**src/hw/srap_pkg.sv**
```systemverilog
// shared constants for the serial register access port
package srap_pkg;

    // interface selection codes
    localparam logic [1:0] MODE_TWO_WIRE   = 2'h0;
    localparam logic [1:0] MODE_FOUR_WIRE  = 2'h1;
    localparam logic [1:0] MODE_THREE_WIRE = 2'h2;

    // serial-peripheral command codes
    localparam logic [7:0] CMD_RESET    = 8'h7A;
    localparam logic [7:0] CMD_SET_PTR  = 8'h7D;
    localparam logic [7:0] CMD_WRITE    = 8'h7E;
    // read opcode default is arbitrary; override at the top level
    localparam logic [7:0] CMD_READ_DEF = 8'h7F;

    // two-wire device address default is arbitrary
    localparam logic [6:0] TW_ADDR_DEF  = 7'h2C;

    // pointer and output buffer values
    localparam logic [7:0] PTR_RESET    = 8'h00;
    localparam logic [7:0] PTR_LAST     = 8'hFF;
    localparam logic [7:0] OBUF_RESET   = 8'h00;

    // bit count and last bit index per byte
    localparam logic [3:0] TW_BYTE_BITS = 4'h8;
    localparam logic [2:0] SP_LAST_BIT  = 3'h7;

    // synchronised pin bundle layout, all pins idle high
    localparam int         PIN_W        = 6;
    localparam logic [5:0] PIN_IDLE     = 6'h3F;
    localparam int         PIN_SCL      = 0;
    localparam int         PIN_SDA      = 1;
    localparam int         PIN_CS_N     = 2;
    localparam int         PIN_SCLK     = 3;
    localparam int         PIN_MOSI     = 4;
    localparam int         PIN_MSIO     = 5;

endpackage : srap_pkg

```
**src/hw/srap_top.sv**
```systemverilog
// register access port: two-wire slave and serial-peripheral slave sharing one pointer
`timescale 1ns/1ns
module srap_top #(
    parameter logic [6:0] TW_ADDR  = srap_pkg::TW_ADDR_DEF,
    parameter logic [7:0] READ_CMD = srap_pkg::CMD_READ_DEF
) (
    // clock and reset
    input  wire logic       i_clk,
    input  wire logic       i_sys_rst,
    // configuration
    input  wire logic [1:0] i_mode,
    input  wire logic       i_deep_sleep_flag,
    // two-wire pins
    input  wire logic       i_scl,
    input  wire logic       i_sda,
    output logic            o_sda,
    output logic            o_sda_oe,
    // serial-peripheral pins
    input  wire logic       i_spi_cs_n,
    input  wire logic       i_spi_clk,
    input  wire logic       i_spi_mosi,
    output logic            o_spi_miso,
    output logic            o_spi_miso_oe,
    input  wire logic       i_shared_data_line,
    output logic            o_shared_data_line,
    output logic            o_shared_data_line_oe,
    // register file side
    output logic [7:0]      o_reg_addr,
    input  wire logic [7:0] i_reg_rdata,
    output logic            o_wr_en,
    output logic [7:0]      o_wr_addr,
    output logic [7:0]      o_wr_data
);

    typedef enum logic [3:0] {
        TW_IDLE, TW_ADDR_B, TW_AACK, TW_REG, TW_RACK,
        TW_WDAT, TW_WACK, TW_RDAT, TW_HACK, TW_RDLD
    } srap_tw_state_t;

    typedef enum logic [1:0] {SP_CMD, SP_ADDR, SP_WDAT, SP_RDAT} srap_sp_state_t;

    function automatic logic srap_known_cmd(input logic [7:0] b, input logic [7:0] rd);
        srap_known_cmd = (b == srap_pkg::CMD_RESET) || (b == srap_pkg::CMD_SET_PTR) ||
                         (b == srap_pkg::CMD_WRITE) || (b == rd);
    endfunction : srap_known_cmd

    logic [srap_pkg::PIN_W-1:0] pin_lvl;
    logic [srap_pkg::PIN_W-1:0] pin_rise;
    logic [srap_pkg::PIN_W-1:0] pin_fall;

    srap_pin_sync u_sync (
        .i_clk     (i_clk),
        .i_sys_rst (i_sys_rst),
        .i_pins    ({i_shared_data_line, i_spi_mosi, i_spi_clk, i_spi_cs_n, i_sda, i_scl}),
        .o_lvl     (pin_lvl),
        .o_rise    (pin_rise),
        .o_fall    (pin_fall)
    );

    // shared pointer and register-side state
    logic [7:0]     ptr_r;
    logic [7:0]     obuf_r;
    logic           fetch_d_r;

    // two-wire engine state
    srap_tw_state_t tw_st_r;
    logic [3:0]     tw_bits_r;
    logic [7:0]     tw_sh_r;
    logic [7:0]     tw_tx_r;
    logic           tw_rw_r;
    logic           tw_got_reg_r;
    logic [7:0]     tw_pend_r;
    logic           tw_pend_v_r;
    logic           tw_rinc_r;
    logic           sda_oe_r;
    logic           tw_ld_r;
    logic [7:0]     tw_ldv_r;
    logic           tw_inc_r;
    logic           tw_wr_r;
    logic [7:0]     tw_wd_r;

    // serial-peripheral engine state, then the shared register write port
    srap_sp_state_t sp_st_r;
    logic [2:0]     sp_bits_r;
    logic [7:0]     sp_sh_r;
    logic           sp_prev7a_r;
    logic           sp_ld_r;
    logic [7:0]     sp_ldv_r;
    logic           sp_inc_r;
    logic           sp_wr_r;
    logic [7:0]     sp_wd_r;
    logic           sp_fetch_r;
    logic           sp_clr_r;
    logic           miso_r;
    logic           miso_oe_r;
    logic           msio_r;
    logic           msio_oe_r;
    logic           wr_en_r;
    logic [7:0]     wr_addr_r;
    logic [7:0]     wr_data_r;

    logic           tw_en;
    logic           sp_en;
    logic           three;
    logic           tw_start;
    logic           tw_stop;
    logic           tw_rise;
    logic           tw_fall;
    logic           tw_byte_end;
    logic           sp_act;
    logic           sp_din;
    logic [7:0]     sp_byte;
    logic           sp_done;
    logic           sp_rst_seq;

    assign tw_en  = (i_mode == srap_pkg::MODE_TWO_WIRE);
    assign three  = (i_mode == srap_pkg::MODE_THREE_WIRE);
    assign sp_en  = (i_mode == srap_pkg::MODE_FOUR_WIRE) || three;

    assign tw_start    = tw_en && pin_lvl[srap_pkg::PIN_SCL] && pin_fall[srap_pkg::PIN_SDA];
    assign tw_stop     = tw_en && pin_lvl[srap_pkg::PIN_SCL] && pin_rise[srap_pkg::PIN_SDA];
    assign tw_rise     = tw_en && pin_rise[srap_pkg::PIN_SCL];
    assign tw_fall     = tw_en && pin_fall[srap_pkg::PIN_SCL];
    assign tw_byte_end = tw_fall && (tw_bits_r == srap_pkg::TW_BYTE_BITS);

    assign sp_act     = sp_en && !pin_lvl[srap_pkg::PIN_CS_N];
    assign sp_din     = three ? pin_lvl[srap_pkg::PIN_MSIO] : pin_lvl[srap_pkg::PIN_MOSI];
    assign sp_byte    = {sp_sh_r[6:0], sp_din};
    assign sp_done    = sp_act && pin_rise[srap_pkg::PIN_SCLK] &&
                        (sp_bits_r == srap_pkg::SP_LAST_BIT);
    assign sp_rst_seq = sp_done && sp_prev7a_r && (sp_byte == srap_pkg::CMD_RESET);

    // two-wire slave; the line is open drain so only the enable moves
    always_ff @(posedge i_clk) begin
        tw_ld_r  <= 1'b0;
        tw_inc_r <= 1'b0;
        tw_wr_r  <= 1'b0;
        if (i_sys_rst || !tw_en) begin
            tw_st_r      <= TW_IDLE;
            tw_bits_r    <= 4'h0;
            tw_sh_r      <= 8'h00;
            tw_tx_r      <= 8'h00;
            tw_rw_r      <= 1'b0;
            tw_got_reg_r <= 1'b0;
            tw_pend_r    <= 8'h00;
            tw_pend_v_r  <= 1'b0;
            tw_rinc_r    <= 1'b0;
            sda_oe_r     <= 1'b0;
            tw_ldv_r     <= 8'h00;
            tw_wd_r      <= 8'h00;
        end else if (tw_start) begin
            tw_st_r   <= TW_ADDR_B;
            tw_bits_r <= 4'h0;
            sda_oe_r  <= 1'b0;
            // a repeated start makes a parked address real
            if (tw_pend_v_r) begin
                tw_ld_r     <= 1'b1;
                tw_ldv_r    <= tw_pend_r;
                tw_pend_v_r <= 1'b0;
            end
        end else if (tw_stop) begin
            // parked address dropped: send byte still sets the pointer in deep sleep, loaded in TW_WDAT at the clock rise before stop
            tw_st_r      <= TW_IDLE;
            sda_oe_r     <= 1'b0;
            tw_got_reg_r <= 1'b0;
            tw_pend_v_r  <= 1'b0;
        end else begin
            if (tw_rise) begin
                tw_bits_r <= tw_bits_r + 4'h1;
                tw_sh_r   <= {tw_sh_r[6:0], pin_lvl[srap_pkg::PIN_SDA]};
            end
            case (tw_st_r)
                TW_ADDR_B: begin
                    if (tw_byte_end) begin
                        // a bare read in deep sleep is a receive byte: not acked
                        if ((tw_sh_r[7:1] == TW_ADDR) &&
                            !(tw_sh_r[0] && i_deep_sleep_flag && !tw_got_reg_r)) begin
                            tw_rw_r  <= tw_sh_r[0];
                            sda_oe_r <= 1'b1;
                            tw_st_r  <= TW_AACK;
                        end else begin
                            tw_st_r  <= TW_IDLE;
                        end
                    end
                end
                TW_AACK: begin
                    if (tw_fall) begin
                        tw_bits_r <= 4'h0;
                        if (tw_rw_r) begin
                            tw_tx_r   <= i_reg_rdata;
                            sda_oe_r  <= ~i_reg_rdata[7];
                            tw_rinc_r <= tw_got_reg_r;
                            tw_st_r   <= TW_RDAT;
                        end else begin
                            sda_oe_r  <= 1'b0;
                            tw_st_r   <= TW_REG;
                        end
                    end
                end
                TW_REG: begin
                    if (tw_byte_end) begin
                        sda_oe_r     <= 1'b1;
                        tw_got_reg_r <= 1'b1;
                        tw_st_r      <= TW_RACK;
                        if (i_deep_sleep_flag) begin
                            tw_pend_r   <= tw_sh_r;
                            tw_pend_v_r <= 1'b1;
                        end else begin
                            tw_ld_r     <= 1'b1;
                            tw_ldv_r    <= tw_sh_r;
                        end
                    end
                end
                TW_RACK: begin
                    if (tw_fall) begin
                        sda_oe_r  <= 1'b0;
                        tw_bits_r <= 4'h0;
                        tw_st_r   <= TW_WDAT;
                    end
                end
                TW_WDAT: begin
                    if (tw_rise && tw_pend_v_r) begin
                        tw_ld_r     <= 1'b1;
                        tw_ldv_r    <= tw_pend_r;
                        tw_pend_v_r <= 1'b0;
                    end
                    if (tw_byte_end) begin
                        tw_wr_r  <= 1'b1;
                        tw_wd_r  <= tw_sh_r;
                        tw_inc_r <= 1'b1;
                        sda_oe_r <= 1'b1;
                        tw_st_r  <= TW_WACK;
                    end
                end
                TW_WACK: begin
                    if (tw_fall) begin
                        sda_oe_r  <= 1'b0;
                        tw_bits_r <= 4'h0;
                        tw_st_r   <= TW_WDAT;
                    end
                end
                TW_RDAT: begin
                    if (tw_byte_end) begin
                        sda_oe_r <= 1'b0;
                        tw_st_r  <= TW_HACK;
                    end else if (tw_fall) begin
                        sda_oe_r <= ~tw_tx_r[3'h7 - tw_bits_r[2:0]];
                    end
                end
                TW_HACK: begin
                    if (tw_rise) begin
                        if (!pin_lvl[srap_pkg::PIN_SDA]) begin
                            tw_inc_r <= tw_rinc_r;
                            tw_st_r  <= TW_RDLD;
                        end else begin
                            tw_st_r  <= TW_IDLE;
                        end
                    end
                end
                TW_RDLD: begin
                    if (tw_fall) begin
                        tw_tx_r   <= i_reg_rdata;
                        sda_oe_r  <= ~i_reg_rdata[7];
                        tw_bits_r <= 4'h0;
                        tw_st_r   <= TW_RDAT;
                    end
                end
                default: tw_st_r <= TW_IDLE;
            endcase
        end
    end

    // serial-peripheral slave; no timeout, a stall waits for clocks or chip select
    always_ff @(posedge i_clk) begin
        sp_ld_r    <= 1'b0;
        sp_inc_r   <= 1'b0;
        sp_wr_r    <= 1'b0;
        sp_fetch_r <= 1'b0;
        sp_clr_r   <= 1'b0;
        if (i_sys_rst || !sp_act) begin
            sp_st_r     <= SP_CMD;
            sp_bits_r   <= 3'h0;
            sp_sh_r     <= 8'h00;
            sp_prev7a_r <= 1'b0;
            sp_ldv_r    <= 8'h00;
            sp_wd_r     <= 8'h00;
        end else if (pin_rise[srap_pkg::PIN_SCLK]) begin
            sp_bits_r <= sp_bits_r + 3'h1;
            sp_sh_r   <= sp_byte;
            if (sp_done) begin
                if (sp_rst_seq) begin
                    sp_st_r     <= SP_CMD;
                    sp_clr_r    <= 1'b1;
                    sp_prev7a_r <= 1'b0;
                end else begin
                    sp_prev7a_r <= (sp_byte == srap_pkg::CMD_RESET);
                    case (sp_st_r)
                        SP_CMD: begin
                            if (sp_byte == srap_pkg::CMD_SET_PTR) begin
                                sp_st_r    <= SP_ADDR;
                            end else if (sp_byte == srap_pkg::CMD_WRITE) begin
                                sp_st_r    <= SP_WDAT;
                                sp_fetch_r <= 1'b1;
                            end else if (sp_byte == READ_CMD) begin
                                sp_st_r    <= SP_RDAT;
                                sp_fetch_r <= 1'b1;
                            end
                        end
                        SP_ADDR: begin
                            sp_ld_r    <= 1'b1;
                            sp_ldv_r   <= sp_byte;
                            sp_fetch_r <= 1'b1;
                            sp_st_r    <= SP_CMD;
                        end
                        SP_WDAT: begin
                            sp_wr_r    <= 1'b1;
                            sp_wd_r    <= sp_byte;
                            sp_inc_r   <= 1'b1;
                            sp_fetch_r <= 1'b1;
                            // four-wire keeps taking data bytes, three-wire takes one
                            sp_st_r    <= three ? SP_CMD : SP_WDAT;
                        end
                        SP_RDAT: begin
                            sp_inc_r   <= 1'b1;
                            sp_fetch_r <= 1'b1;
                            sp_st_r    <= three ? SP_CMD : SP_RDAT;
                        end
                        default: sp_st_r <= SP_CMD;
                    endcase
                end
            end
        end
    end

    // single pointer; engines are exclusive by mode so requests never collide
    always_ff @(posedge i_clk) begin
        if (i_sys_rst) begin
            ptr_r <= srap_pkg::PTR_RESET;
        end else if (tw_ld_r) begin
            ptr_r <= tw_ldv_r;
        end else if (sp_ld_r) begin
            ptr_r <= sp_ldv_r;
        end else if (tw_inc_r || sp_inc_r) begin
            ptr_r <= ptr_r + 8'h01;
        end
    end

    // register write port captures the pointer before its increment lands
    always_ff @(posedge i_clk) begin
        if (i_sys_rst) begin
            wr_en_r   <= 1'b0;
            wr_addr_r <= srap_pkg::PTR_RESET;
            wr_data_r <= 8'h00;
        end else begin
            wr_en_r <= tw_wr_r || sp_wr_r;
            if (tw_wr_r || sp_wr_r) begin
                wr_addr_r <= ptr_r;
                wr_data_r <= tw_wr_r ? tw_wd_r : sp_wd_r;
            end
        end
    end

    // output buffer fetch waits one cycle so the new pointer has reached read data
    always_ff @(posedge i_clk) begin
        if (i_sys_rst) begin
            fetch_d_r <= 1'b0;
            obuf_r    <= srap_pkg::OBUF_RESET;
        end else begin
            fetch_d_r <= sp_fetch_r;
            if (sp_clr_r) begin
                obuf_r <= srap_pkg::OBUF_RESET;
            end else if (fetch_d_r) begin
                obuf_r <= i_reg_rdata;
            end
        end
    end

    // serial-peripheral data pins, idle high when released
    always_ff @(posedge i_clk) begin
        if (i_sys_rst) begin
            miso_r    <= 1'b1;
            miso_oe_r <= 1'b0;
            msio_r    <= 1'b1;
            msio_oe_r <= 1'b0;
        end else begin
            miso_oe_r <= sp_act && !three;
            miso_r    <= sp_act ? obuf_r[3'h7 - sp_bits_r] : 1'b1;
            msio_oe_r <= sp_act && three && (sp_st_r == SP_RDAT);
            msio_r    <= sp_act ? obuf_r[3'h7 - sp_bits_r] : 1'b1;
        end
    end

    assign o_sda                 = 1'b0;
    assign o_sda_oe              = sda_oe_r;
    assign o_spi_miso            = miso_r;
    assign o_spi_miso_oe         = miso_oe_r;
    assign o_shared_data_line    = msio_r;
    assign o_shared_data_line_oe = msio_oe_r;
    assign o_reg_addr            = ptr_r;
    assign o_wr_en               = wr_en_r;
    assign o_wr_addr             = wr_addr_r;
    assign o_wr_data             = wr_data_r;

    a_spi_ptr_wrap: assert property (@(posedge i_clk) disable iff (i_sys_rst)
        (sp_done && !sp_rst_seq && (sp_st_r == SP_RDAT) && (ptr_r == srap_pkg::PTR_LAST))
        |=> ##1 (ptr_r == srap_pkg::PTR_RESET))
        else $error("pointer did not wrap after read byte");

    a_reset_clears_buf: assert property (@(posedge i_clk) disable iff (i_sys_rst)
        sp_rst_seq |=> ##1 ((obuf_r == srap_pkg::OBUF_RESET) && (sp_st_r == SP_CMD)))
        else $error("reset sequence did not clear buffer");

    a_unknown_cmd_ignored: assert property (@(posedge i_clk) disable iff (i_sys_rst)
        (sp_done && !sp_rst_seq && (sp_st_r == SP_CMD) && !srap_known_cmd(sp_byte, READ_CMD))
        |=> ((sp_st_r == SP_CMD) && !sp_ld_r && !sp_inc_r && !sp_wr_r && !sp_fetch_r)
        ##1 $stable(ptr_r))
        else $error("unknown command changed state");

    a_setptr_fetch: assert property (@(posedge i_clk) disable iff (i_sys_rst)
        (sp_done && !sp_rst_seq && (sp_st_r == SP_ADDR))
        |=> ##1 (ptr_r == $past(sp_byte, 2)) ##1 (obuf_r == $past(i_reg_rdata)))
        else $error("set pointer did not load and fetch");

    a_write_store: assert property (@(posedge i_clk) disable iff (i_sys_rst)
        (sp_done && !sp_rst_seq && (sp_st_r == SP_WDAT))
        |=> ##1 (o_wr_en && (o_wr_data == $past(sp_byte, 2)) && (o_wr_addr == $past(ptr_r, 2))))
        else $error("write byte not stored at pointer");

    a_cs_high_quiet: assert property (@(posedge i_clk) disable iff (i_sys_rst)
        pin_lvl[srap_pkg::PIN_CS_N] |=> (!o_spi_miso_oe && !o_shared_data_line_oe))
        else $error("data driven with chip select high");

    a_msio_turnaround: assert property (@(posedge i_clk) disable iff (i_sys_rst)
        o_shared_data_line_oe |-> ($past(three) && $past(sp_st_r == SP_RDAT)))
        else $error("shared line driven outside read data");

    a_mode_gates_tw: assert property (@(posedge i_clk) disable iff (i_sys_rst)
        (i_mode != srap_pkg::MODE_TWO_WIRE) |=> (!o_sda_oe && (tw_st_r == TW_IDLE)))
        else $error("two-wire engine active in other mode");

    a_tw_write_wrap: assert property (@(posedge i_clk) disable iff (i_sys_rst)
        (tw_en && !tw_start && !tw_stop && (tw_st_r == TW_WDAT) && tw_byte_end &&
         (ptr_r == srap_pkg::PTR_LAST))
        |=> ##1 (o_wr_en && (o_wr_addr == srap_pkg::PTR_LAST) && (ptr_r == srap_pkg::PTR_RESET)))
        else $error("block write did not store and wrap");

endmodule : srap_top

```
**src/hw/srap_pin_sync.sv**
```systemverilog
// two-flop pin synchroniser with edge detection
`timescale 1ns/1ns
module srap_pin_sync (
    // clock and reset
    input  wire logic                     i_clk,
    input  wire logic                     i_sys_rst,
    // raw pins
    input  wire logic [srap_pkg::PIN_W-1:0] i_pins,
    // synchronised level and edge pulses
    output logic      [srap_pkg::PIN_W-1:0] o_lvl,
    output logic      [srap_pkg::PIN_W-1:0] o_rise,
    output logic      [srap_pkg::PIN_W-1:0] o_fall
);

    logic [srap_pkg::PIN_W-1:0] meta_r;
    logic [srap_pkg::PIN_W-1:0] sync_r;
    logic [srap_pkg::PIN_W-1:0] prev_r;

    // first stage feeds only the second stage
    always_ff @(posedge i_clk) begin
        if (i_sys_rst) begin
            meta_r <= srap_pkg::PIN_IDLE;
            sync_r <= srap_pkg::PIN_IDLE;
            prev_r <= srap_pkg::PIN_IDLE;
        end else begin
            meta_r <= i_pins;
            sync_r <= meta_r;
            prev_r <= sync_r;
        end
    end

    assign o_lvl  = sync_r;
    assign o_rise = sync_r & ~prev_r;
    assign o_fall = ~sync_r & prev_r;

endmodule : srap_pin_sync

```
**config.mk**
```make
export PLATFORM = sky130hd
export DESIGN_NAME = srap_top
export DESIGN_NICKNAME = d
export VERILOG_FILES = /design/src/hw/srap_pkg.sv /design/src/hw/srap_top.sv /design/src/hw/srap_pin_sync.sv
export SDC_FILE = /design/constraint.sdc
export NUM_CORES = 1
export LEC_CHECK = 0
export ABC_AREA = 1
export BUFFER_PORTS_ARGS = -buffer_cell sky130_fd_sc_hd__buf_2
export CAP_MARGIN = 20
export CELL_PAD_IN_SITES_DETAIL_PLACEMENT = 0
export CELL_PAD_IN_SITES_GLOBAL_PLACEMENT = 2
export CORE_MARGIN = 1
export CORE_UTILIZATION = 35
export DETAILED_ROUTE_END_ITERATION = 10
export HOLD_SLACK_MARGIN = 0.1
export PLACE_DENSITY_LB_ADDON = 0.1
export REMOVE_ABC_BUFFERS = 1
export SETUP_SLACK_MARGIN = 0.1
export SKIP_CTS_REPAIR_TIMING = 1
export SLEW_MARGIN = 20
export SYNTH_ARGS = -nofsm -noshare
export SYNTH_HDL_FRONTEND = slang
export SYNTH_SLANG_ARGS = --single-unit
```
**constraint.sdc**
```tcl
create_clock -name i_clk -period 1.74 [get_ports i_clk]
set_input_delay 0.087 -clock i_clk [delete_from_list [all_inputs] [get_ports i_clk]]
set_output_delay 0.087 -clock i_clk [all_outputs]
set_load 0.02 [all_outputs]
```
After elaboration in Yosys (flattened, before gate mapping)
Cells that the tools add are included.

Flip-flop bits (word level): 143. Output and inout bits: 31. Word-level logic and storage cells: 254.

Add/sub/neg operators: 5. $lt $le $gt $ge: 2. Equal/unequal tests: 49. Mux-type cells: 80. Bitwise operators: 13. Reductions and logical operators: 66.

Operators with widths (number): $mux 8 (13); $mux 4 (12); $mux 1 (36); $eq 8x7->1 const B (4); $pmux 4 s8 (1); $pmux 8 s2 (2); $ne 4x4->1 const B (7); $ne 2x2->1 const B (13); $reduce_and 8->1 (3); $logic_and 1x1->1 (18); $eq 4x3->1 const B (4); $reduce_and 4->1 (4); $reduce_and 5->1 (3); $mux 2 (7); $eq 4x4->1 const B (3); $ne 3x3->1 const B (4); $reduce_and 6->1 (2); $reduce_or 2->1 (6); $reduce_or 4->1 (3); $not 1->1 (9); $reduce_and 3->1 (3); $reduce_or 3->1 (3); $add 8x1->8 const B (1); $eq 4x2->1 const B (2); 28 further kinds (52).

Depth between registers and ports, before layout
Gate-level depths: netlist (run 1).

Depth after elaboration: 9. Gate-level depth with buffers: 12.

Hierarchy
From an unflattened synthesis (run 1), not the netlist that was laid out.

Cell total of the unflattened synthesis: 890. Area, all modules: 6439.9 um^2.

Modules (own cells, without submodules): srap_top (instances 1, cells each 816, area each 5858.1 um^2); srap_pin_sync (instances 1, cells each 74, area each 581.8 um^2).

Worst setup path after synthesis (run 1)
No wires, ideal clock.

Path kind: register to register. Start point: register sp_bits_r[0]. End point: register sp_ldv_r[1]. Setup time: 0.115 ns. Data arrival time: 1.486 ns. Required time: 1.625 ns. Setup slack: 0.139 ns. Stages on the path, launching flop included: 9. Clock period less this slack: 1.601 ns. Cells stage by stage: dfxtp_1 -> ha_1 -> ha_1 -> nand3_4 -> nor3_4 -> nand2_2 -> buf_6 -> o21ai_2 -> a21oi_2.

Cells in the longest elaborated chain, start to end: 6.

Ends and longest elaborated chain: start: declaration (line srap_top.sv:84) `logic [2:0] sp_bits_r;`; start signal: assignment (line srap_top.sv:288) `sp_bits_r <= sp_bits_r + 3'h1;`; $eq 3x3->1 * (line srap_top.sv:130) `(sp_bits_r == srap_pkg::SP_LAST_BIT);`; $logic_and 1x1->1 * (line srap_top.sv:129) `assign sp_done = sp_act && pin_rise[srap_pkg::PIN_SCLK] &&`; $logic_and 1x1->1 (2 in a row) (line srap_top.sv:131) `assign sp_rst_seq = sp_done && sp_prev7a_r && (sp_byte == srap_pkg::CMD_RESET);`; $not 1->1 (no source line); $reduce_and 4->1 (no source line) *; end signal: assignment (line srap_top.sv:311) `sp_ldv_r <= sp_byte;`; end: declaration (line srap_top.sv:88) `logic [7:0] sp_ldv_r;`.

Mark *: on every way between the ends. The rest lies on a longest branch, timed or not. A chain may end at the register's enable or synchronous reset.

Final worst setup path (run 1)
Start point: register sp_bits_r[0]. End point: register sp_ldv_r[6].

Same word-level chain as after synthesis.

==> impl_summary.log, run 1 <==
[metrics] post-synth top area cell: sky130_fd_sc_hd__dfxtp_1
[metrics] Total Routed Length: 16000 microns
[metrics] commonest non-fill, non-tap cell in the layout: sky130_fd_sc_hd__dfxtp_1
[metrics] Static Leakage: 3.10 nW
[metrics] clock latency on the worst-skew pair: 0.42 ns
[metrics] Site Rows: 47
[metrics] core area: 16800 sq um
[metrics] fraction of synthesized cell area taken by the top area cell type: 0.468
[metrics] hold path cells: 4
[metrics] Syn Area/Cell: 7.62 sq um
[metrics] post-layout instance count excluding filler cells: 1141
[metrics] sink count of the clock tree: 142
[metrics] width of the die: 134 microns
[metrics] DRC: 0
[metrics] post-synth design cell area: 6070 sq um
[metrics] fraction of layout instances using a drive strength above 1: 0.224
[metrics] portion of the clock cycle consumed by the worst path in the final layout: 0.924
[metrics] Final Hold Vio Count: 0
[metrics] CTS Buf Count: 17
[metrics] Finished Core Util: 0.469
[metrics] worst path arrival time: 1.96 ns
[metrics] count of H-tree levels built during CTS: 4
[metrics] Max-cap violations: 0
[metrics] critical path, cell by cell: ha_4 > ha_4 > nand3_4 > nor2_4 > nand3_4 > nand2_4 > clkbuf_16 > nand2_2 > a21oi_2
[metrics] Total Neg Setup Slack: 0 ns
[metrics] post-layout total power: 7.38 mW
[metrics] path class of the lowest-slack min-delay path: in2reg
[metrics] dpl ws: 0.00272 ns
[metrics] upper clock frequency limit: 622 MHz
[metrics] total count of max-transition violations in the final report: 0
[metrics] slack of the critical path: 0.133 ns
[metrics] routed length on met2: 7640 microns
[metrics] largest cells by area after synthesis: sky130_fd_sc_hd__dfxtp_1 47%, sky130_fd_sc_hd__nand2_1 7.8%, sky130_fd_sc_hd__a21oi_1 7.3%
[metrics] startpoint class of the critical path: register
[metrics] uppermost layer routed: met4
[metrics] # setup viols final: 0
[metrics] wire length of the first global-routing pass: 25700 microns
[metrics] synth unique cells: 38
[metrics] delay of the slowest cell on the worst path: 0.35 ns
[metrics] Inst Count DP: 1079
[metrics] Final GP Congestion: 0.814
[metrics] I/O pin count: 50
[metrics] sequential cell area fraction in the yosys report: 0.468
[metrics] routed vias: 5473
[metrics] via count of the first global-routing pass: 5101
[metrics] Gate Count Post-Synth: 797
[metrics] CTS tree: done
[metrics] Clock Root Buffer: sky130_fd_sc_hd__clkbuf_16
[metrics] area growth from synthesis to layout: 29.4%
[metrics] die height: 134 microns
[metrics] All-Layer GR Usage: 0.183
[metrics] detailed-route wire length per cell: 14.0 microns
[metrics] post-detailed-placement half-perimeter wirelength: 11700 microns
[metrics] Worst setup EP type: register
[metrics] final antenna diode count: 0
[metrics] Post-layout nets: 934
[metrics] 1st-iter DRT viols: 335
[metrics] crit-path max FO: 6
[metrics] most used cells in the layout excluding fill and tap cells: 135 x sky130_fd_sc_hd__dfxtp_1, 125 x sky130_fd_sc_hd__nand2_1, 89 x sky130_fd_sc_hd__a21oi_1
[metrics] maximum number of pins on one net before global-route repair: 24
[metrics] register bit count reported by yosys: 142
[metrics] antenna-violating nets left: 0
[metrics] number of detailed-routing iterations run before antenna repair: 6
[metrics] detailed route wirelength on metal3: 498 microns
[metrics] clock transition at the register clock pins on the worst setup and hold paths after CTS: 0.06 ns
[metrics] initial standard-cell utilization of the core: 0.362
[metrics] number of antenna violations at the first check in global routing: 0
[metrics] setup repair after global routing missed its margin: yes
[metrics] buffers from clock root to sink, at most: 2
[metrics] post-route met1 wirelength: 7650 microns
[metrics] overflow left after global routing: 0
[metrics] master of the slowest instance on the critical path: sky130_fd_sc_hd__dfxtp_2
[metrics] type of the setup path with the least slack: reg2reg
[metrics] power per cell area: 940 nW/um^2
[metrics] Worst Path Required: 2.09 ns
[metrics] per-cell via count in the routed design: 4.80
[metrics] number of cells on the worst reg-to-reg path: 9
[metrics] status: complete, no violations
[metrics] # port buffers: 48
[metrics] minimum clock period after layout: 1.61 ns
[metrics] clock tree skew after final layout: 0.00881 ns
[metrics] worst vdd rail ir drop: 0.837 mV
[metrics] die area: 17900 sq um
[metrics] Yosys warning total: 0
-- state kept, by name, summed over array words and instances (netlist names), 7 cells and up --
register,flops
o_reg_addr,8
o_wr_addr,8
o_wr_data,8
obuf_r,8
sp_ldv_r,8
sp_wd_r,8
tw_ldv_r,8
tw_pend_r,8
tw_sh_r,8
tw_tx_r,8
tw_wd_r,8
sp_sh_r,7
-- stage by stage --
| stage | area, sq um | hold WS, ns |
|---|---|---|
| 2_1_floorplan | 5930 | 0.156 |
| 3_3_place_gp | 6780 | 0.272 |
| 3_5_place_dp | 6780 | 0.279 |
| 4_1_cts | 7410 | -0.160 |
| 5_1_grt | 7860 | 0.219 |
| 6_report | 7860 | 0.220 |
-- synth_stat cells, drive strengths merged --
master  count
a211oi     10
a21oi      95
a311oi      1
a31oi       1
buf        12
clkbuf     15
clkinv      3
conb        1
dfxtp     142
ha          7
inv        80
mux2i       7
nand2     138
nand3      71
nand4       2
nor2       94
nor3        8
nor4        1
o211ai      5
o21ai      87
or2        13
xor2        4
-- power breakdown --
part / total [mW] / leakage (nW) / switching, mW / internal (mW)
logic: 0.207 / 1.65 / 0.113 / 0.0933
registers: 3.28 / 1.15 / 0.00808 / 3.27
clock network: 3.90 / 0.302 / 1.45 / 2.45
-- routing by layer --
metal | global-route usage | vias to the layer above
li1 | - | 2858
met1 | 0.233 | 2513
met2 | 0.306 | 87
met3 | 0.0388 | 15
met4 | 0.0574 | 0
met5 | 0 | -
-- kinds of logic after synthesis --
kind of cell	after synthesis	share of synthesized area
buffers and inverters	110	0.0746
adder cells (fa/ha/maj)	7	0.0144
multiplexers	7	0.0115
AND/OR/NAND/NOR	327	0.248
XOR/XNOR	4	0.00577
AO/OA/AOI/OAI	199	0.177
flip-flops	142	0.468
other	1	0.000617
-- path summary, 6_finish.rpt --
kind,start,endpoint,slack (ns)
setup reg to reg,sp_bits_r[0]$_SDFFE_PP0N_,sp_ldv_r[6]$_SDFFE_PP0P_,0.13
hold reg to reg,u_sync.meta_r[0]$_SDFF_PP1_,u_sync.o_lvl[0]$_SDFF_PP1_,0.41
setup / recovery,sp_bits_r[0]$_SDFFE_PP0N_,sp_ldv_r[6]$_SDFFE_PP0P_,0.13
hold / removal,i_mode[1],o_shared_data_line_oe$_SDFF_PP0_,0.22
-- critical path, delay by kind of cell, from the launching register on --
kind | cells | cell delay (ns)
DFF | 1 | 0.35
adders and majority gates | 2 | 0.27
buffers and inverters | 1 | 0.15
AOI/OAI and AO/OA | 1 | 0.11
and+or+nand+nor | 5 | 0.65
-- final cells by class --
cell class	count	area [sq um]
Tap cell	220	275
Clock buffer	20	447
Clock inverter	12	184
Multi-Input combinational cell	546	2920
Timing Repair inverter	1	5.00
Sequential cell	142	2850
Timing Repair Buffer	117	857
Inverter	83	320
Fill cell	1738	8900
(Power assumes the default switching activity.)
==> inputs of run 2 (changes only) <==
- clock period: 1.74 -> 1.9 ns (I/O delays scaled with it)
==> run 2 against run 1 <==
Compared with the run above: register-to-register slack improved by 0.09 ns; worst setup slack improved by 0.095 ns; clock power shrank 16%; global-route usage shrank 0.17 points; die area unchanged; critical path type unchanged; critical endpoint is now sp_st_r[0]$_SDFFE_PP0P_.
==> impl_summary.log, run 2 (synthesis gave the netlist of run 1 again) <==
[metrics] status: complete, no violations
[metrics] crit-path max FO: 8 (+2)
[metrics] commonest non-fill, non-tap cell in the layout: sky130_fd_sc_hd__dfxtp_1
[metrics] detailed-route wire length per cell: 13.7 microns (-2.1%)
[metrics] I/O pin count: 50 (unchanged)
[metrics] initial standard-cell utilization of the core: 0.362 (unchanged)
[metrics] Worst Path Required: 2.21 ns (+0.12 ns)
[metrics] worst vdd rail ir drop: 0.621 mV (-26%)
[metrics] Site Rows: 47 (unchanged)
[metrics] clock tree skew after final layout: 0.00607 ns (-0.00275 ns)
[metrics] All-Layer GR Usage: 0.181 (-0.00167)
[metrics] area of combinational cells with multiple inputs: 2800 sq um (-3.9%)
[metrics] final antenna diode count: 0 (unchanged)
[metrics] Total Routed Length: 15300 microns (-4.1%)
[metrics] routed vias: 5386 (-1.6%)
[metrics] Inst Count DP: 1064 (-1.4%)
[metrics] post-layout total power: 6.44 mW (-13%)
[metrics] total count of max-transition violations in the final report: 0 (unchanged)
[metrics] Clock Root Buffer: sky130_fd_sc_hd__clkbuf_16
[metrics] per-cell via count in the routed design: 4.82 (+0.43%)
[metrics] overflow left after global routing: 0 (unchanged)
[metrics] delay of the slowest cell on the worst path: 0.35 ns (about the same)
[metrics] Final Hold Vio Count: 0 (unchanged)
[metrics] master of the slowest instance on the critical path: sky130_fd_sc_hd__dfxtp_1
[metrics] buffers from clock root to sink, at most: 2 (unchanged)
[metrics] cell area after placement: 6660 sq um (-1.8%)
[metrics] upper clock frequency limit: 598 MHz (-3.9%)
[metrics] 1st-iter DRT viols: 267 (-20%)
[metrics] Post-layout nets: 911 (-2.5%)
[metrics] clock latency on the worst-skew pair: 0.42 ns (about the same)
[metrics] Max-cap violations: 0 (unchanged)
[metrics] worst path arrival time: 1.98 ns (+0.02 ns)
[metrics] final instance area: 7470 sq um (-4.9%)
[metrics] fraction of layout instances using a drive strength above 1: 0.187 (-0.0366)
[metrics] die height: 134 microns (unchanged)
[metrics] critical path, cell by cell: ha_1 > ha_1 > nand3_4 > nor2_4 > nand3_4 > buf_4 > nand2_1 > nand3_1 > nand2_1 > nor2_1
[metrics] sink count of the clock tree: 142 (unchanged)
[metrics] die area: 17900 sq um (unchanged)
[metrics] antenna-violating nets left: 0 (unchanged)
[metrics] startpoint class of the critical path: register
[metrics] post-detailed-placement half-perimeter wirelength: 11500 microns (-1.6%)
[metrics] setup repair after global routing missed its margin: yes
[metrics] post-layout instance count excluding filler cells: 1118 (-2.0%)
[metrics] wire length of the first global-routing pass: 25400 microns (-0.97%)
[metrics] number of detailed-routing iterations run before antenna repair: 4 (-2)
[metrics] FILL cells: 1760 (+1.3%)
[metrics] core area: 16800 sq um (unchanged)
[metrics] width of the die: 134 microns (unchanged)
[metrics] power per cell area: 861 nW/um^2 (-8.4%)
[metrics] number of cells on the worst reg-to-reg path: 10 (+1)
[metrics] dpl ws: 0.0657 ns (+0.0630 ns)
[metrics] CTS tree: done
[metrics] minimum clock period after layout: 1.67 ns (+0.0653 ns)
[metrics] Worst setup EP type: register
[metrics] path class of the lowest-slack min-delay path: in2reg
[metrics] most used cells in the layout excluding fill and tap cells: 142 x sky130_fd_sc_hd__dfxtp_1, 125 x sky130_fd_sc_hd__nand2_1, 89 x sky130_fd_sc_hd__a21oi_1
[metrics] destination of the worst register-to-register timing path: sp_st_r[0]$_SDFFE_PP0P_
[metrics] maximum number of pins on one net before global-route repair: 24 (unchanged)
[metrics] area growth from synthesis to layout: 23.1%
[metrics] hold slack: 0.133 ns (-0.0876 ns)
[metrics] portion of the clock cycle consumed by the worst path in the final layout: 0.880 (-0.0434)
[metrics] Static Leakage: 2.90 nW (-6.4%)
[metrics] endpoint of the worst setup timing path: sp_st_r[0]$_SDFFE_PP0P_
[metrics] # setup viols final: 0 (unchanged)
[metrics] CTS Buf Count: 17 (unchanged)
[metrics] type of the setup path with the least slack: reg2reg
[metrics] setup slack on the worst flop-to-flop path: 0.23 ns (+0.09 ns)
[metrics] Finished Core Util: 0.446 (-0.0228)
[metrics] via count of the first global-routing pass: 5116 (+0.29%)
[metrics] clock transition at the register clock pins on the worst setup and hold paths after CTS: 0.06 ns (about the same)
[metrics] count of H-tree levels built during CTS: 4 (unchanged)
[metrics] Final GP Congestion: 0.824 (+1.2%)
[metrics] number of antenna violations at the first check in global routing: 0 (unchanged)
[metrics] Total Neg Setup Slack: 0 ns (unchanged)
[metrics] origin of the worst setup path: sp_bits_r[1]$_SDFFE_PP0N_
[metrics] # port buffers: 48 (unchanged)
[metrics] slack of the critical path: 0.228 ns (+0.0947 ns)
[metrics] combined flip-flop and latch cell area: 2840 sq um (-0.31%)
[metrics] R2R Path Start: sp_bits_r[1]$_SDFFE_PP0N_
[metrics] DRC: 0 (unchanged)
==> run 2: per-layer routing <==
metal  track usage  vias up  wire length, microns
li1              -     2813                     -
met1         0.236     2481                  7370
met2         0.294       75                  7300
met3        0.0377       17                   435
met4        0.0663        0                   218
met5             0        -                     0
==> run 2: worst min path at each step <==
stage / endpoint / depth (start not counted) / start / slack (ns)
after floorplan: o_reg_addr[0]$_SDFFE_PP0P_ / 1 / i_sys_rst / 0.16
after global placement: u_sync.meta_r[2]$_SDFF_PP1_ / 2 / i_spi_cs_n / 0.28
after detailed placement: u_sync.meta_r[2]$_SDFF_PP1_ / 2 / i_spi_cs_n / 0.28
after CTS: u_sync.meta_r[2]$_SDFF_PP1_ / 2 / i_spi_cs_n / -0.16
after global routing: o_spi_miso_oe$_SDFF_PP0_ / 4 / i_mode[0] / 0.15
final: o_spi_miso_oe$_SDFF_PP0_ / 4 / i_mode[0] / 0.13
==> run 2: power by group <==
group | internal, mW | switching (mW) | total, mW
sequential | 2.99 | 0.00741 | 3.00
combinational | 0.0796 | 0.101 | 0.180
clock | 1.85 | 1.41 | 3.26
total | 4.92 | 1.52 | 6.44
==> run 2: area by class of cell <==
| class | instances | share of cell area |
|---|---|---|
| Sequential cell | 142 | 0.380 |
| Multi-Input combinational cell | 545 | 0.375 |
| Timing Repair Buffer | 96 | 0.0887 |
| Clock buffer | 17 | 0.0569 |
| Inverter | 83 | 0.0418 |
| Tap cell | 220 | 0.0368 |
| Clock inverter | 15 | 0.0204 |
==> run 2: critical path: cells and delay by family (launching register included) <==
kind | cells | cell delay (ns)
adders and majority gates | 2 | 0.35
buffers and inverters | 1 | 0.19
DFF | 1 | 0.35
and+or+nand+nor | 7 | 0.69
==> inputs of run 3 (changes only) <==
- CTS_CLUSTER_DIAMETER: not set -> 40
- SYNTH_HIERARCHICAL: not set -> 1
==> run 3 against run 2 <==
Compared with the run above: register-to-register slack worse by 0.05 ns; fmax fell by 3.1%; die area grew 3.9%; critical path type unchanged; largest cell class is now multi-input combinational cells; largest power group unchanged.
==> impl_summary.log, run 3 <==
[metrics] status: complete, no violations
[metrics] Final Hold Vio Count: 0 (unchanged)
[metrics] worst vdd rail ir drop: 0.664 mV (+7.0%)
[metrics] dpl ws: 0.0990 ns (+0.0333 ns)
[metrics] commonest non-fill, non-tap cell in the layout: sky130_fd_sc_hd__nand2_1
[metrics] origin of the worst setup path: sp_bits_r[1]$_SDFFE_PP0P_
[metrics] # setup viols final: 0 (unchanged)
[metrics] final antenna diode count: 0 (unchanged)
[metrics] clock tree skew after final layout: 0.00874 ns (+0.00267 ns)
[metrics] CTS tree: done
[metrics] FILL cells: 1778 (+1.0%)
[metrics] type of the setup path with the least slack: reg2reg
[metrics] final instance area: 7880 sq um (+5.4%)
[metrics] Worst Path Required: 2.25 ns (+0.04 ns)
[metrics] Worst setup EP type: register
[metrics] clock latency on the worst-skew pair: 0.42 ns (about the same)
[metrics] Site Rows: 48 (+2.1%)
[metrics] overflow left after global routing: 0 (unchanged)
[metrics] width of the die: 136 microns (+1.9%)
[metrics] antenna-violating nets left: 0 (unchanged)
[metrics] die height: 136 microns (+1.9%)
[metrics] area growth from synthesis to layout: 24.8%
[metrics] upper clock frequency limit: 580 MHz (-3.1%)
[metrics] per-cell via count in the routed design: 4.85 (+0.62%)
[metrics] maximum number of pins on one net before global-route repair: 43 (+79%)
[metrics] post-layout instance count excluding filler cells: 1194 (+6.8%)
[metrics] R2R Path Start: sp_bits_r[1]$_SDFFE_PP0P_
[metrics] sink count of the clock tree: 142 (unchanged)
[metrics] fraction of layout instances using a drive strength above 1: 0.176 (-0.0106)
[metrics] post-detailed-placement half-perimeter wirelength: 11900 microns (+3.0%)
[metrics] number of detailed-routing iterations run before antenna repair: 4 (unchanged)
[metrics] Finished Core Util: 0.451 (+0.00490)
[metrics] Total Neg Setup Slack: 0 ns (unchanged)
[metrics] worst hold path endpoint: o_spi_miso_oe$_SDFF_PP0_
[metrics] Final GP Congestion: 0.815 (-1.0%)
[metrics] power per cell area: 873 nW/um^2 (+1.4%)
[metrics] startpoint of the most critical hold path: i_mode[1]
[metrics] path class of the lowest-slack min-delay path: in2reg
[metrics] Least-Margin Pin Slew: 0.583 ns
[metrics] portion of the clock cycle consumed by the worst path in the final layout: 0.908 (+0.0280)
[metrics] I/O pin count: 50 (unchanged)
[metrics] Clock Root Buffer: sky130_fd_sc_hd__clkbuf_16
[metrics] CTS Buf Count: 17 (unchanged)
[metrics] Max-cap violations: 0 (unchanged)
[metrics] die area: 18600 sq um (+3.9%)
[metrics] minimum clock period after layout: 1.73 ns (+0.0532 ns)
[metrics] clock transition at the register clock pins on the worst setup and hold paths after CTS: 0.06 ns (about the same)
[metrics] worst path arrival time: 2.08 ns (+0.10 ns)
[metrics] Gate Count Post-Synth: 870 (+9.2%)
[metrics] DRC: 0 (unchanged)
[metrics] slack of the critical path: 0.174 ns (-0.0532 ns)
[metrics] number of antenna violations at the first check in global routing: 0 (unchanged)
[metrics] detailed-route wire length per cell: 13.7 microns (-0.21%)
[metrics] # port buffers: 48 (unchanged)
[metrics] cell area after placement: 6850 sq um (+3.0%)
[metrics] core area: 17500 sq um (+4.3%)
[metrics] Static Leakage: 3.14 nW (+8.3%)
[metrics] initial standard-cell utilization of the core: 0.361 (-0.000977)
[metrics] post-layout total power: 6.88 mW (+6.9%)
[metrics] total count of max-transition violations in the final report: 0 (unchanged)
[metrics] Max-Slew Margin vs Limit: 0.611
[metrics] startpoint class of the critical path: register
[metrics] All-Layer GR Usage: 0.183 (+0.00256)
[metrics] via count of the first global-routing pass: 5426 (+6.1%)
[metrics] hold slack: 0.0720 ns (-0.0607 ns)
[metrics] hold path cells: 3 (-1)
[metrics] setup slack on the worst flop-to-flop path: 0.17 ns (-0.05 ns)
[metrics] most used cells in the layout excluding fill and tap cells: 170 x sky130_fd_sc_hd__nand2_1, 140 x sky130_fd_sc_hd__dfxtp_1, 108 x sky130_fd_sc_hd__nor2_1
[metrics] Yosys warning total: 6 (+6)
[metrics] crit-path max FO: 6 (-2)
[metrics] buffers from clock root to sink, at most: 2 (unchanged)
[metrics] setup repair after global routing missed its margin: yes
[metrics] wire length of the first global-routing pass: 26200 microns (+2.9%)
[metrics] destination of the worst register-to-register timing path: sp_wd_r[6]$_SDFFE_PP0P_
[metrics] 1st-iter DRT viols: 237 (-11%)
[metrics] Inst Count DP: 1136 (+6.8%)
[metrics] routed vias: 5788 (+7.5%)
[metrics] Syn Area/Cell: 7.26 sq um (-4.7%)
[metrics] post-synth design cell area: 6320 sq um (+4.0%)
[metrics] number of cells on the worst reg-to-reg path: 8 (-2)
[metrics] count of H-tree levels built during CTS: 4 (unchanged)
[metrics] Post-layout nets: 982 (+7.8%)
[metrics] Total Routed Length: 16300 microns (+6.6%)
-- run 3: metal layers --
metal / vias to the layer above / wire length (microns) / GRT usage
li1: 3010 / - / -
met1: 2677 / 7920 / 0.230
met3: 14 / 437 / 0.0403
met5: - / 0 / 0
met2: 87 / 7770 / 0.307
met4: 0 / 212 / 0.0654
-- run 3: worst max-delay path by stage --
stage / end / slack, ns / depth (start not counted)
after global placement: tw_tx_r[5]$_SDFFE_PP0P_ / 0.13 / 8
after detailed placement: o_wr_addr[3]$_SDFFE_PP0P_ / 0.1 / 4
final: sp_wd_r[6]$_SDFFE_PP0P_ / 0.17 / 8
after CTS: o_wr_addr[3]$_SDFFE_PP0P_ / 0.09 / 4
after global routing: sp_wd_r[3]$_SDFFE_PP0P_ / 0.07 / 8
after floorplan: sp_st_r[1]$_SDFFE_PP0P_ / -0.93 / 9
-- run 3: critical path, cell delays in order, from the launching register on --
cell                        delay, ns
sky130_fd_sc_hd__dfxtp_2         0.35
sky130_fd_sc_hd__ha_4            0.14
sky130_fd_sc_hd__ha_4            0.13
sky130_fd_sc_hd__nand3_4         0.12
sky130_fd_sc_hd__buf_6           0.15
sky130_fd_sc_hd__nor3_4          0.28
sky130_fd_sc_hd__clkbuf_16       0.20
sky130_fd_sc_hd__nand4_1         0.11
sky130_fd_sc_hd__a21oi_1         0.16
-- run 3: power by group --
group / internal [mW] / total, mW / switching [mW]
combinational: 0.0682 / 0.178 / 0.110
clock: 2.37 / 3.70 / 1.34
sequential: 2.99 / 3.00 / 0.00573
total: 5.43 / 6.88 / 1.45
-- run 3: layout make-up --
class / instances / area (sq um) / area share
multi-input cells: 590 / 2980 / 0.378
flip-flops and latches: 142 / 2850 / 0.361
clock inverters: 14 / 214 / 0.0272
clock buffers: 18 / 439 / 0.0557
inverters: 108 / 407 / 0.0516
repair buffers: 97 / 717 / 0.0910
well taps: 225 / 282 / 0.0357
